--- config.mk ---
export PLATFORM = sky130hd
export DESIGN_NAME = side_bus_interrupt_timing
export DESIGN_NICKNAME = d
export VERILOG_FILES = /design/src/side_bus_timing_pkg.sv /design/src/side_bus_interrupt_timing.sv
export VERILOG_INCLUDE_DIRS = /design/src
export SDC_FILE = /design/constraint.sdc
export NUM_CORES = 1
export LEC_CHECK = 0
export ABC_AREA = 1
export BUFFER_PORTS_ARGS = -buffer_cell sky130_fd_sc_hd__buf_4
export CORE_ASPECT_RATIO = 0.5
export CORE_MARGIN = 3
export CORE_UTILIZATION = 57
export DETAILED_ROUTE_END_ITERATION = 10
export GPL_TIMING_DRIVEN = 0
export PLACE_DENSITY = 0.82
export SLEW_MARGIN = 10
export SYNTH_ARGS = -nofsm -noshare
export SYNTH_HDL_FRONTEND = slang
export SYNTH_SLANG_ARGS = --single-unit
--- constraint.sdc ---
create_clock -name i_clk -period 3.4 [get_ports i_clk]
set_clock_uncertainty 0.2 [all_clocks]
set_input_delay 0.17 -clock i_clk [delete_from_list [all_inputs] [get_ports i_clk]]
set_output_delay 0.17 -clock i_clk [all_outputs]
set_load 0.005 [all_outputs]
--- src/side_bus_timing_defs.svh ---
// Register offsets, field positions, reset values and masks for the side-bus timing block.
`ifndef SIDE_BUS_TIMING_DEFS_SVH
`define SIDE_BUS_TIMING_DEFS_SVH

// ****************************************************************
// Register byte offsets
// ****************************************************************
`define OFS_TIMING_LO      8'h00
`define OFS_TIMING_HI      8'h04
`define OFS_CTRL           8'h08
`define OFS_STATUS         8'h0c
`define OFS_IRQ_DATA_LO    8'h10
`define OFS_IRQ_DATA_HI    8'h14

// ****************************************************************
// Timing register fields
// ****************************************************************
`define TIM_START_LSB      12
`define TIM_READ_LSB       8
`define TIM_SETUP_LSB      4
`define TIM_AHOLD_BIT      1
`define TIM_ASETUP_BIT     0
`define TIM_RW_MASK        32'h0000_7333
`define TIM_RESET          32'h0000_7330

// ****************************************************************
// Control and status fields
// ****************************************************************
`define CTRL_RD_BIT        0
`define CTRL_WR_BIT        1
`define CTRL_SEL_LSB       8
`define CTRL_DATA_LSB      16
`define CTRL_RW_MASK       32'h00ff_0700
`define STAT_BUSY_BIT      0
`define LAST_BYTE          3'h7

`endif

--- src/side_bus_timing_pkg.sv ---
// Types shared by the side-bus timing block.
package side_bus_timing_pkg;

	typedef enum logic [2:0] {
		ST_IDLE,
		ST_ASETUP,
		ST_ASTROBE,
		ST_AHOLD,
		ST_RDRIVE,
		ST_WSETUP,
		ST_WSTROBE
	} seq_state_t;

	typedef logic [1:0] cnt_t;

endpackage

--- src/side_bus_interrupt_timing.sv ---
// AHB-Lite timing register and interrupt transfer sequencer for the auxiliary side bus.
//
// The implementer's own choices: register access over AHB-Lite and the register addresses.
`timescale 1ns/1ps
`include "side_bus_timing_defs.svh"

// Operation
// Same timing for every side-bus transfer.
// Interrupt reads start at programmed byte number.
// Module fills buffers start byte through seven.
// Buffer driver enabled read-time plus one cycles.
// Data driven setup-time plus one before strobe.
// Module latches data on interrupt strobe.
// Address held after strobe before chip select.
// Address setup before address latch strobe.
// Each timed state lasts value plus one.
// Reserved timing bits read as zero.
module side_bus_interrupt_timing #(
	parameter int ADDR_W = 8
) (
	input  wire logic                            i_clk,
	input  wire logic                            i_rst_b,
	input  wire logic                            i_hsel,
	input  wire logic [31:0]                     i_haddr,
	input  wire logic [1:0]                      i_htrans,
	input  wire logic                            i_hwrite,
	input  wire logic [2:0]                      i_hsize,
	input  wire logic                            i_hready,
	input  wire logic [31:0]                     i_hwdata,
	output logic      [31:0]                     o_hrdata,
	output logic                                 o_hreadyout,
	output logic                                 o_hresp,
	output logic      [ADDR_W-1:0]               o_bus_addr,
	output logic                                 o_addr_latch_strobe_n,
	output logic                                 o_chip_sel_n,
	output logic                                 o_irq_buf_oe_n,
	output logic                                 o_irq_strobe,
	output logic      [7:0]                      o_bus_data,
	output logic                                 o_bus_data_oe,
	input  wire logic [7:0]                      i_bus_data
);
	import side_bus_timing_pkg::*;

	// ****************************************************************
	// State
	// ****************************************************************
	logic        [31:0]       timing_q,   timing_d;
	logic        [31:0]       ctrl_q,     ctrl_d;
	logic        [63:0]       irq_q,      irq_d;
	logic        [31:0]       rdata_q,    rdata_d;
	logic                     wr_ph_q,    wr_ph_d;
	logic        [7:0]        wr_addr_q,  wr_addr_d;
	seq_state_t               state_q,    state_d;
	cnt_t                     cnt_q,      cnt_d;
	logic        [2:0]        byte_q,     byte_d;
	logic                     op_rd_q,    op_rd_d;
	logic                     as_n_q,     as_n_d;
	logic                     cs_n_q,     cs_n_d;
	logic                     oe_n_q,     oe_n_d;
	logic                     strobe_q,   strobe_d;
	logic                     doe_q,      doe_d;
	logic        [7:0]        dout_q,     dout_d;
	logic        [ADDR_W-1:0] addr_q,     addr_d;
	logic                     addr_ph;
	logic                     start_rd;
	logic                     start_wr;

	// ****************************************************************
	// Register read decode
	// ****************************************************************
	function automatic logic [31:0] read_word(input logic [7:0] ofs, input logic [31:0] tim,
		input logic [31:0] ctl, input logic [63:0] irq, input logic busy);
		logic [31:0] w;
		w = 32'h0000_0000;
		unique case (ofs)
			`OFS_TIMING_LO:   w = tim & `TIM_RW_MASK;
			`OFS_TIMING_HI:   w = 32'h0000_0000;
			`OFS_CTRL:        w = ctl;
			`OFS_STATUS:      w[`STAT_BUSY_BIT] = busy;
			`OFS_IRQ_DATA_LO: w = irq[31:0];
			`OFS_IRQ_DATA_HI: w = irq[63:32];
			default:          w = 32'h0000_0000;
		endcase
		return w;
	endfunction

	// ****************************************************************
	// Next-state logic
	// ****************************************************************
	always_comb begin
		timing_d  = timing_q;
		ctrl_d    = ctrl_q;
		irq_d     = irq_q;
		state_d   = state_q;
		cnt_d     = cnt_q;
		byte_d    = byte_q;
		op_rd_d   = op_rd_q;
		addr_d    = addr_q;
		start_rd  = 1'b0;
		start_wr  = 1'b0;
		addr_ph   = i_hsel & i_htrans[1] & i_hready;
		wr_ph_d   = addr_ph & i_hwrite;
		wr_addr_d = addr_ph ? i_haddr[7:0] : wr_addr_q;

		// Bus write data phase.
		if (wr_ph_q) begin
			unique case (wr_addr_q)
				`OFS_TIMING_LO: timing_d = i_hwdata & `TIM_RW_MASK;
				`OFS_CTRL: begin
					if (state_q == ST_IDLE) begin
						ctrl_d   = i_hwdata & `CTRL_RW_MASK;
						start_rd = i_hwdata[`CTRL_RD_BIT];
						start_wr = i_hwdata[`CTRL_WR_BIT] & ~i_hwdata[`CTRL_RD_BIT];
					end
				end
				default: ;
			endcase
		end

		// Transfer sequencer; every timed state lasts its field value plus one cycle.
		unique case (state_q)
			ST_IDLE: begin
				if (start_rd) begin
					op_rd_d = 1'b1;
					byte_d  = timing_q[`TIM_START_LSB +: 3];
					irq_d   = 64'h0;
					state_d = ST_ASETUP;
					cnt_d   = {1'b0, timing_q[`TIM_ASETUP_BIT]};
				end else if (start_wr) begin
					op_rd_d = 1'b0;
					byte_d  = i_hwdata[`CTRL_SEL_LSB +: 3];
					state_d = ST_ASETUP;
					cnt_d   = {1'b0, timing_q[`TIM_ASETUP_BIT]};
				end
			end
			ST_ASETUP: begin
				if (cnt_q == 2'h0) begin
					state_d = ST_ASTROBE;
				end else begin
					cnt_d = cnt_q - 2'h1;
				end
			end
			ST_ASTROBE: begin
				state_d = ST_AHOLD;
				cnt_d   = {1'b0, timing_q[`TIM_AHOLD_BIT]};
			end
			ST_AHOLD: begin
				if (cnt_q != 2'h0) begin
					cnt_d = cnt_q - 2'h1;
				end else if (op_rd_q) begin
					state_d = ST_RDRIVE;
					cnt_d   = timing_q[`TIM_READ_LSB +: 2];
				end else begin
					state_d = ST_WSETUP;
					cnt_d   = timing_q[`TIM_SETUP_LSB +: 2];
				end
			end
			ST_RDRIVE: begin
				if (cnt_q != 2'h0) begin
					cnt_d = cnt_q - 2'h1;
				end else begin
					irq_d[{byte_q, 3'h0} +: 8] = i_bus_data;
					if (byte_q == `LAST_BYTE) begin
						state_d = ST_IDLE;
					end else begin
						byte_d  = byte_q + 3'h1;
						state_d = ST_ASETUP;
						cnt_d   = {1'b0, timing_q[`TIM_ASETUP_BIT]};
					end
				end
			end
			ST_WSETUP: begin
				if (cnt_q == 2'h0) begin
					state_d = ST_WSTROBE;
				end else begin
					cnt_d = cnt_q - 2'h1;
				end
			end
			ST_WSTROBE: begin
				state_d = ST_IDLE;
			end
			default: begin
				state_d = ST_IDLE;
			end
		endcase

		// Pin values follow the next state so they line up with it.
		addr_d   = ADDR_W'(byte_d);
		as_n_d   = (state_d != ST_ASTROBE);
		cs_n_d   = !(state_d inside {ST_RDRIVE, ST_WSETUP, ST_WSTROBE});
		oe_n_d   = (state_d != ST_RDRIVE);
		doe_d    = (state_d inside {ST_WSETUP, ST_WSTROBE});
		strobe_d = (state_d == ST_WSTROBE);
		dout_d   = doe_d ? ctrl_d[`CTRL_DATA_LSB +: 8] : 8'h00;

		// Read data are taken from the updated values so a read after a write sees it.
		rdata_d = rdata_q;
		if (addr_ph & ~i_hwrite) begin
			rdata_d = read_word(i_haddr[7:0], timing_d, ctrl_d, irq_d, state_d != ST_IDLE);
		end
	end

	// ****************************************************************
	// Registers
	// ****************************************************************
	always_ff @(posedge i_clk or negedge i_rst_b) begin
		if (!i_rst_b) begin
			timing_q  <= `TIM_RESET;
			ctrl_q    <= 32'h0000_0000;
			irq_q     <= 64'h0;
			rdata_q   <= 32'h0000_0000;
			wr_ph_q   <= 1'b0;
			wr_addr_q <= 8'h00;
			state_q   <= ST_IDLE;
			cnt_q     <= 2'h0;
			byte_q    <= 3'h0;
			op_rd_q   <= 1'b0;
			as_n_q    <= 1'b1;
			cs_n_q    <= 1'b1;
			oe_n_q    <= 1'b1;
			strobe_q  <= 1'b0;
			doe_q     <= 1'b0;
			dout_q    <= 8'h00;
			addr_q    <= '0;
		end else begin
			timing_q  <= timing_d;
			ctrl_q    <= ctrl_d;
			irq_q     <= irq_d;
			rdata_q   <= rdata_d;
			wr_ph_q   <= wr_ph_d;
			wr_addr_q <= wr_addr_d;
			state_q   <= state_d;
			cnt_q     <= cnt_d;
			byte_q    <= byte_d;
			op_rd_q   <= op_rd_d;
			as_n_q    <= as_n_d;
			cs_n_q    <= cs_n_d;
			oe_n_q    <= oe_n_d;
			strobe_q  <= strobe_d;
			doe_q     <= doe_d;
			dout_q    <= dout_d;
			addr_q    <= addr_d;
		end
	end

	// ****************************************************************
	// Outputs
	// ****************************************************************
	assign o_hrdata              = rdata_q;
	assign o_hreadyout           = 1'b1;
	assign o_hresp               = 1'b0;
	assign o_bus_addr            = addr_q;
	assign o_addr_latch_strobe_n = as_n_q;
	assign o_chip_sel_n          = cs_n_q;
	assign o_irq_buf_oe_n        = oe_n_q;
	assign o_irq_strobe          = strobe_q;
	assign o_bus_data            = dout_q;
	assign o_bus_data_oe         = doe_q;

endmodule // side_bus_interrupt_timing

==> metrics.txt, run 1 <==
Slew @ Worst Pin 1.08 ns; clock root buffer clkbuf_16; post-route minimum period 3.08 ns; RSZ-0062 raised after global routing no; First-pass DRT Iterations 8; pwr dens 618 mW/mm^2; Die Height 92.5 um; clock buffer count from CTS 17; via/cell ratio 5.59; count leader, synth nand2_1; worst vdd ir 442 uV; RR Startpoint o_bus_addr[0]; share of layout cells above drive strength 1 0.195; floorplan row count 30; DR iter-0 viols 902; Post-synth top flop dfrtp_1; Antenna Violating Nets Remaining 0; clk buf depth 2; Final Cell Area 0.0105 mm^2; Tcrit/Tclk final 0.905; TritonCTS clock tree yes; # DRC 0; routed len/inst 18.2 um; GPL Wtd Cong 0.983; Peak Freq 0.325 GHz; Setup Buffers After CTS 0; Required @ worst endpoint 3.53 ns; H-tree Lvls 4; Met2 Wirelength 10.8 mm; Cell Area, Placed 0.00949 mm^2; TritonCTS sink count 168; Non-Filler Instances 1434; async set-or-reset flop fraction in the synthesized netlist 1.00; initial antenna violation count 0; Initial Util 0.607; crit-path max FO 9; number of global-route vias before repair 7503; Final HPWL DP 18.5 mm; Crit Path Class reg2reg; DR WL met3 3.30 mm; outcome completed; number of synthesized flops with an enable pin 0; fin. max-slew vios 0; Post-synth top cells nand2_1, dfrtp_1, inv_1, nand3_1, nor2_1; Synth area leader dfrtp_1; crit path DAT 3.21 ns; largest cells by area after synthesis dfrtp_1, nand2_1, inv_1; top-area cell type share of the netlist area 0.463; DRT Wirelength 26.1 mm; DRT met1 WL 11.6 mm; input/output buffers 87; gr usage total 0.322; post-synth cell types 44; startpoint types flop; final setup TNS 0 ns; Die ar. 0.0166 mm^2; core area 0.0141 mm^2; fin nets 1320; final hold vios 0; I/O pin count 137; vias after detailed routing 8015; area grow syn2layout 22.9%; Seq/Total Area, Yosys 0.494; Mapped Cells 1079; Top Metal Used met4; reg-to-reg slack, setup 0.32 ns; largest net degree at the start of global routing 86; Max Cap Violations 0; Rel. slew slack 0.275; first-pass GRT wire length 40.4 mm; final setup fails 0; Leakage 5.60 nW; Ys Warns 0; Antenna Cells 0; syn avg cell area 7.91 um^2; # placed instances 1364; hold_ws 0.0997 ns; DIE WIDTH 179 um; worst-skew pair later-pin latency 0.44 ns; mapped cell area 0.00854 mm^2; fill count 1017; CP startpoint o_bus_addr[0]; CP endpoint kind flop; Seq cells post-synth 168; clk slew on worst S/H paths 0.08 ns; hold crit path type in2async; Congestion Overflow GR 0
==> power breakdown <==
part	total, W	internal (W)	leakage, nW	switching, W
Clock	0.00205	0.00107	0.304	0.000975
Combinational	0.00201	0.000682	3.11	0.00132
Sequential	0.00243	0.00229	2.18	0.000141
==> cell usage in the layout, fill, tap and decap left out, types with 5 or more instances in the layout <==
cell	count
clkbuf_1	11
buf_6	7
dfstp_2	10
ha_1	9
o21ai_1	23
o21ai_2	8
buf_2	16
o211ai_1	7
mux2_2	5
o21ai_0	30
nor2_2	16
clkbuf_16	17
or2_2	17
o22ai_1	5
nor2_1	79
nand2_1	371
nand2_2	5
inv_2	8
inv_1	116
nand3_1	81
dlygate4sd3_1	38
a21oi_1	11
buf_4	100
o21bai_1	9
conb_1	7
o21a_1	8
dfrtp_1	158
nand4_1	25
inv_8	5
==> stage by stage <==
step	util	setup slack [ns]	power (W)
after detailed placement	0.674	0.491	0.00435
after global placement	0.671	0.459	0.00431
after floorplan	-	0.938	0.00376
after CTS	0.745	0.430	0.00643
final	0.745	0.323	0.00649
after global routing	0.745	0.148	0.00681
==> what timing repair did <==
action,4_1_cts,5_1_grt
hold buffers,38,0
gates resized for setup,0,0
endpoints found under the hold margin,146,0
==> logic make-up (layout without fill, tap and decap cells) <==
group | Yosys count | after routing | synth area share
adders and majority gates | 9 | 9 | 0.0132
DFF | 168 | 168 | 0.494
and+or+nand+nor | 616 | 616 | 0.319
buffers and inverters | 173 | 331 | 0.0907
other | 2 | 7 | 0.000880
AOI/OAI and AO/OA | 106 | 106 | 0.0758
muxes | 5 | 5 | 0.00659
==> final cells by class <==
class,count,area (um^2),area share
Clock inverter,15,195,0.0186
Multi-Input combinational cell,743,3570,0.340
Clock buffer,17,425,0.0405
Timing Repair Buffer,126,1070,0.102
Tap cell,192,240,0.0229
Sequential cell,168,4220,0.402
Inverter,125,469,0.0447
Buffer,48,305,0.0291
==> state kept, by name, summed over array words and instances, names as in the netlist <==
name,flops
state_q,3
o_bus_data,8
timing_q,9
o_addr_latch_strobe_n,1
op_rd_q,1
o_hrdata,32
o_irq_buf_oe_n,1
o_chip_sel_n,1
o_bus_addr,3
irq_q,64
cnt_q,2
ctrl_q,32
o_irq_strobe,1
wr_ph_q,1
wr_addr_q,8
o_bus_data_oe,1
==> final timing paths <==
kind                           endpoint  cells past startpoint
max in group asynchronous  timing_q[12]                      3
max reg2reg                o_hrdata[22]                     12
max                        o_hrdata[22]                     12
min reg2reg                   irq_q[14]                      2
min                        wr_addr_q[3]                      2
min in group i_clk              wr_ph_q                      4
==> layer usage <==
metal | GRT usage | vias up
met2 | 0.455 | 447
met5 | 0 | -
li1 | - | 3692
met4 | 0.0712 | 0
met3 | 0.0958 | 46
met1 | 0.487 | 3830
==> critical path, cell delays in order, from the launching register on <==
cell      delay (ns)
dfrtp_1         0.53
inv_2           0.15
ha_1            0.25
ha_1            0.42
inv_1           0.17
nand4_2         0.24
clkinv_1        0.27
nand2_1         0.15
nand2_1         0.09
nand4_1         0.08
nand3_1         0.23
nand2_1         0.13
nand2_1         0.06
(Power assumes the default switching activity.)
==> run 2, diff against run 1 <==
==> constraint.sdc (replaced) <==
create_clock -name i_clk -period 3.4 [get_ports i_clk]
set_clock_uncertainty 0.2 [all_clocks]
set_input_delay 0.34 -clock i_clk [delete_from_list [all_inputs] [get_ports i_clk]]
set_output_delay 0.34 -clock i_clk [all_outputs]
set_load 0.005 [all_outputs]
==> metrics.txt, run 2 (synthesis gave the netlist of run 1 again) <==
outcome completed; RSZ-0062 raised after global routing no; Congestion Overflow GR 0 (unchanged); Internal Power 0.00403 W (-0.50%); startpoint types flop; share of layout cells above drive strength 1 0.198 (+0.00335); Antenna Cells 0 (unchanged); Total Power 0.00645 W (-0.60%); worst vdd ir 440 uV (-0.49%); Antenna Violating Nets Remaining 0 (unchanged); fin nets 1299 (-1.6%); CP endpoint kind flop; Rel. slew slack 0.307 (+0.0326); DR iter-0 viols 799 (-11%); Slew @ Worst Pin 1.03 ns (-0.0484 ns); Die Height 92.5 um (unchanged); crit path DAT 3.18 ns (-0.03 ns); number of global-route vias before repair 7435 (-0.91%); most common cell after layout, fill and taps aside nand2_1; clock power share 0.317 (about the same); Final HPWL DP 18.5 mm (unchanged); routed len/inst 18.1 um (-0.74%); Tcrit/Tclk final 0.895 (-0.0104); M1 GR Usage 0.483 (-0.00386); pwr dens 627 mW/mm^2 (+1.4%); hold crit path type in2reg; GRT Max-Usage Layer met1; final setup TNS 0 ns (unchanged); I/O pin count 137 (unchanged); Crit Path Class reg2reg; GRT met3 Usage 0.0925 (-0.00328); first-pass GRT wire length 39.8 mm (-1.5%); gr usage total 0.317 (-0.00472); GPL Wtd Cong 0.983 (unchanged); clk slew on worst S/H paths 0.08 ns (about the same); most frequent cells in the layout nand2_1, dfrtp_1, inv_1, buf_4, nand3_1; First-pass DRT Iterations 5 (-3); crit-path max FO 9 (unchanged); clock buffer count from CTS 17 (unchanged); Peak Freq 0.329 GHz (+1.2%); largest net degree at the start of global routing 86 (unchanged); # DRC 0 (unchanged); hold_ws 0.00462 ns (-0.0950 ns); H-tree Lvls 4 (unchanged); clock root buffer clkbuf_16; Initial Util 0.607 (unchanged); floorplan row count 30 (unchanged); worst-skew pair later-pin latency 0.44 ns (about the same); Sw Pwr 0.00242 W (-0.77%); Biggest register irq_q; fill count 1050 (+3.2%); met2 Use GR 0.446 (-0.00915); via/cell ratio 5.53 (-0.98%); Required @ worst endpoint 3.53 ns (about the same); vias after detailed routing 7820 (-2.4%); Reg power frac 0.377 (+0.002); final setup fails 0 (unchanged); DRT Wirelength 25.6 mm (-2.2%); Setup Buffers After CTS 0 (unchanged); post-route minimum period 3.04 ns (-0.0354 ns); TritonCTS sink count 168 (unchanged); Comb power frac 0.306 (-0.003); Sw Share 0.376 (-0.000642); max reg flops 64 (unchanged); input/output buffers 87 (unchanged); fin. max-slew vios 0 (unchanged); area grow syn2layout 20.4%; DIE WIDTH 179 um (unchanged); Leakage 5.51 nW (-1.6%); Die ar. 0.0166 mm^2 (unchanged); core area 0.0141 mm^2 (unchanged); Max Cap Violations 0 (unchanged); clk buf depth 2 (unchanged); TritonCTS clock tree yes; initial antenna violation count 0 (unchanged); final hold vios 0 (unchanged)
-- run 2: cell types whose count changed in the layout (fill, tap and decap cells not counted), sizes merged --
cell,change
dlygate4sd3,-21
-- run 2: through the flow --
| stage | std cells | util | setup WS (ns) | cell area [um^2] |
|---|---|---|---|---|
| final | 1413 | 0.730 | 0.359 | 10300 |
| after global routing | 1413 | 0.730 | 0.146 | 10300 |
| after CTS | 1413 | 0.730 | 0.430 | 10300 |
| after detailed placement | 1364 | 0.674 | 0.491 | 9490 |
| after global placement | 1363 | 0.671 | 0.459 | 9450 |
| after floorplan | 1084 | - | 0.938 | 8560 |
-- run 2: metal layers --
| metal | routed length (um) | share of wire |
|---|---|---|
| met1 | 11700 | 0.46 |
| met2 | 10500 | 0.41 |
| met3 | 3000 | 0.12 |
| met4 | 365 | 0.014 |
| met5 | 0 | 0 |
-- run 2: area by class of cell --
cell class	count	area, um^2	area share
Inverter	125	469	0.0456
Sequential cell	168	4220	0.410
Timing Repair Buffer	105	858	0.0835
Clock buffer	17	425	0.0414
Multi-Input combinational cell	743	3570	0.347
Clock inverter	15	195	0.0190
Buffer	48	305	0.0297
Tap cell	192	240	0.0234
-- run 2: power by group through the flow --
stage	Combinational, W	Sequential [W]	Clock, W
floorplan	0.00132	0.00244	0
global placement	0.00185	0.00245	0
detailed placement	0.00189	0.00246	0
CTS	0.00192	0.00243	0.00206
global route	0.00216	0.00245	0.00216
finish	0.00197	0.00243	0.00205
-- run 2: final timing paths --
path | startpoint | to | slack (ns) | cells past startpoint
max | o_bus_addr[0] | o_hrdata[22] | 0.36 | 12
min | i_hwdata[20] | ctrl_q[20] | 0.005 | 3
max reg2reg | o_bus_addr[0] | o_hrdata[22] | 0.36 | 12
min reg2reg | irq_q[13] | irq_q[13] | 0.27 | 2
max in group asynchronous | i_rst_b | irq_q[10] | 1.88 | 3
min in group asynchronous | i_rst_b | wr_addr_q[3] | 0.26 | 2
-- run 2: timing repair --
item / CTS / global route
gates resized for setup: 0 / 0
hold buffers: 17 / 0
hold endpoints to repair: 92 / 0
-- run 2: critical path, stage by stage, from the launching register on --
cell	delay (ns)
dfrtp_1	0.53
inv_2	0.15
ha_1	0.25
ha_1	0.41
inv_1	0.17
nand4_2	0.24
clkinv_1	0.27
nand2_1	0.15
nand2_1	0.08
nand4_1	0.08
nand3_1	0.23
nand2_1	0.13
nand2_1	0.06
==> run 3, diff against run 2 <==
--- a/config.mk
+++ b/config.mk
@@ -10,10 +10,10 @@
 export BUFFER_PORTS_ARGS = -buffer_cell sky130_fd_sc_hd__buf_4
 export CORE_ASPECT_RATIO = 0.5
 export CORE_MARGIN = 3
-export CORE_UTILIZATION = 57
+export CORE_UTILIZATION = 52
 export DETAILED_ROUTE_END_ITERATION = 10
 export GPL_TIMING_DRIVEN = 0
-export PLACE_DENSITY = 0.82
+export PLACE_DENSITY = 0.79
 export SLEW_MARGIN = 10
 export SYNTH_ARGS = -nofsm -noshare
 export SYNTH_HDL_FRONTEND = slang
==> constraint.sdc (replaced) <==
create_clock -name i_clk -period 2.5 [get_ports i_clk]
set_clock_uncertainty 0.2 [all_clocks]
set_input_delay 0.25 -clock i_clk [delete_from_list [all_inputs] [get_ports i_clk]]
set_output_delay 0.25 -clock i_clk [all_outputs]
set_load 0.005 [all_outputs]
==> metrics.txt, run 3 (synthesis gave the netlist of run 1 again) <==
Die Height 96.6 um (+4.4%); Sw Share 0.353 (-0.0228); most frequent cells in the layout nand2_1, dfrtp_1, inv_1, buf_4, nor2_1; post-route minimum period 2.38 ns; hold_ws 0.0372 ns (+0.0326 ns); Internal Power 0.00594 W (+47%); initial antenna violation count 0 (unchanged); Die ar. 0.0181 mm^2 (+9.1%); fin nets 1320 (+1.6%); Reg power frac 0.359 (-0.018); most common cell after layout, fill and taps aside nand2_1; Biggest register irq_q; fin. max-slew vios 0 (unchanged); most used cell, CP nand2_1; TritonCTS clock tree yes; CP endpoint kind flop; startpoint types primary input; Tcrit/Tclk final 0.951; RSZ-0062 raised after global routing no; Worst Hold Path EP wr_addr_q[3]; Crit Path Class in2reg; worst vdd ir 514 uV (+17%); floorplan row count 32 (+6.7%); number of global-route vias before repair 7822 (+5.2%); crit-path max FO 10 (+1); Max stage delay cell, worst path clkbuf_1; final core utilization 0.679 (-0.0516); Final HPWL DP 18.1 mm (-2.1%); hold path start i_haddr[3]; clk buf depth 2 (unchanged); Sw Pwr 0.00323 W (+34%); Antenna Cells 0 (unchanged); CP bufs+invs 3 (unchanged); Slew @ Worst Pin 0.982 ns (-0.0486 ns); vias after detailed routing 7828 (+0.10%); max reg flops 64 (unchanged); first-pass GRT wire length 41.1 mm (+3.2%); RR Startpoint state_q[1]; reg-to-reg slack, setup 0.13 ns (-0.23 ns); DRT Wirelength 25.5 mm (-0.20%); Initial Util 0.543 (-0.0640); Congestion Overflow GR 0 (unchanged); input/output buffers 87 (unchanged); clock buffer count from CTS 17 (unchanged); routed len/inst 17.4 um (-3.6%); TritonCTS sink count 168 (unchanged); reg2reg path depth 11 (-1); core area 0.0157 mm^2 (+12%); worst-skew pair later-pin latency 0.43 ns (about the same); via/cell ratio 5.35 (-3.3%); clock power share 0.327 (+0.010); share of layout cells above drive strength 1 0.213 (+0.0152); gr usage total 0.289 (-0.0283); final hold vios 0 (unchanged); # DRC 0 (unchanged); area grow syn2layout 25.1%; Leakage 5.64 nW (+2.4%); H-tree Lvls 4 (unchanged); cell type group with the largest total delay on the critical path buffers and inverters; final setup fails 0 (unchanged); Peak Freq 0.420 GHz; Rel. slew slack 0.340 (+0.0331); Antenna Violating Nets Remaining 0 (unchanged); crit path DAT 2.55 ns (-0.63 ns); clk slew on worst S/H paths 0.07 ns (about the same); Max Cap Violations 0 (unchanged); Required @ worst endpoint 2.67 ns (-0.86 ns); reg2reg end o_hrdata[2]; Total Power 0.00917 W (+42%); hold crit path type in2reg; outcome completed; pwr dens 858 mW/mm^2 (+37%); First-pass DRT Iterations 7 (+2); clock root buffer clkbuf_16; largest net degree at the start of global routing 97 (+13%); CP peak stage delay 0.56 ns (+0.03 ns); hold path depth 3 (unchanged); critical path, cell by cell dlygate4sd3_1, buf_4, nor2_1, nand2_1, nor4_1, clkbuf_1, nand2_1, nand3_1, nand2_1, nand2_1; Comb power frac 0.313 (+0.007); DR iter-0 viols 797 (-0.25%); DIE WIDTH 187 um (+4.5%); GPL Wtd Cong 0.982 (-0.11%); I/O pin count 137 (unchanged)
## run 3: cell count changes in the layout (fill, tap and decap cells not counted), moves of 4 or more
cell and change:
dlygate4sd3_1 +17, o21ai_0 -6, clkbuf_1 -5, clkbuf_2 +5, o21ai_1 +5, buf_4 +4
bufinv_16 +4, inv_1 -4
## run 3: timing repair
action | in CTS | in global routing
pin swaps | 1 | 2
hold buffers | 34 | 0
endpoints found under the setup margin | 60 | 30
gates resized for setup | 13 | 29
endpoints found under the hold margin | 114 | 0
buffers inserted | 2 | 2
## run 3: area by class of cell
type,instances,area (um^2)
Fill cell,1285,5050
Inverter,125,475
Multi-Input combinational cell,743,3680
Clock inverter,15,240
Buffer,48,312
Tap cell,221,277
Clock buffer,17,425
Sequential cell,168,4220
Timing Repair Buffer,126,1060
## run 3: how the worst max path moves through the flow
stage	start	endpoint	cells after the start
4_1_cts	o_bus_addr[0]	o_hrdata[22]	15
6_report	i_haddr[5]	o_hrdata[23]	10
5_1_grt	i_haddr[5]	o_hrdata[23]	10
3_3_place_gp	o_bus_addr[0]	o_hrdata[22]	12
2_1_floorplan	o_bus_addr[0]	o_hrdata[7]	14
3_5_place_dp	o_bus_addr[0]	o_hrdata[22]	12
## run 3: worst register-to-register path: stages, from the launching register on
cell and delay [ns]:
dfrtp_1 0.47, nor2_4 0.18, nand2_2 0.12, nor2_4 0.13, nand3_2 0.13, inv_1 0.24
buf_2 0.34, nor2_1 0.14, nand2_1 0.09, nand3_1 0.08, nand2_1 0.08, nand2_1 0.06
## run 3: metrics by stage
| step | setup slack [ns] | TNS (ns) | area [um^2] | cells |
|---|---|---|---|---|
| 2_1_floorplan | 0.0384 | 0 | 8560 | 1084 |
| 3_3_place_gp | -0.399 | -9.91 | 9490 | 1392 |
| 3_5_place_dp | -0.434 | -10.11 | 9530 | 1393 |
| 4_1_cts | 0.0105 | 0 | 10600 | 1461 |
| 5_1_grt | 0.0115 | 0 | 10700 | 1463 |
| 6_report | 0.122 | 0 | 10700 | 1463 |
## run 3: metal layers
| layer | part of all wire | GRT usage | vias up |
|---|---|---|---|
| met5 | 0 | 0 | - |
| met4 | 0.014 | 0.0778 | 0 |
| met3 | 0.11 | 0.0985 | 36 |
| met2 | 0.42 | 0.423 | 357 |
| met1 | 0.46 | 0.412 | 3742 |
| li1 | - | - | 3693 |
## run 3: power by group through the flow
stage / Clock (W) / Sequential (W) / Combinational, W
floorplan: 0 / 0.00331 / 0.00180
global placement: 0 / 0.00334 / 0.00248
detailed placement: 0 / 0.00335 / 0.00255
CTS: 0.00301 / 0.00329 / 0.00270
global route: 0.00315 / 0.00333 / 0.00314
finish: 0.00300 / 0.00329 / 0.00287
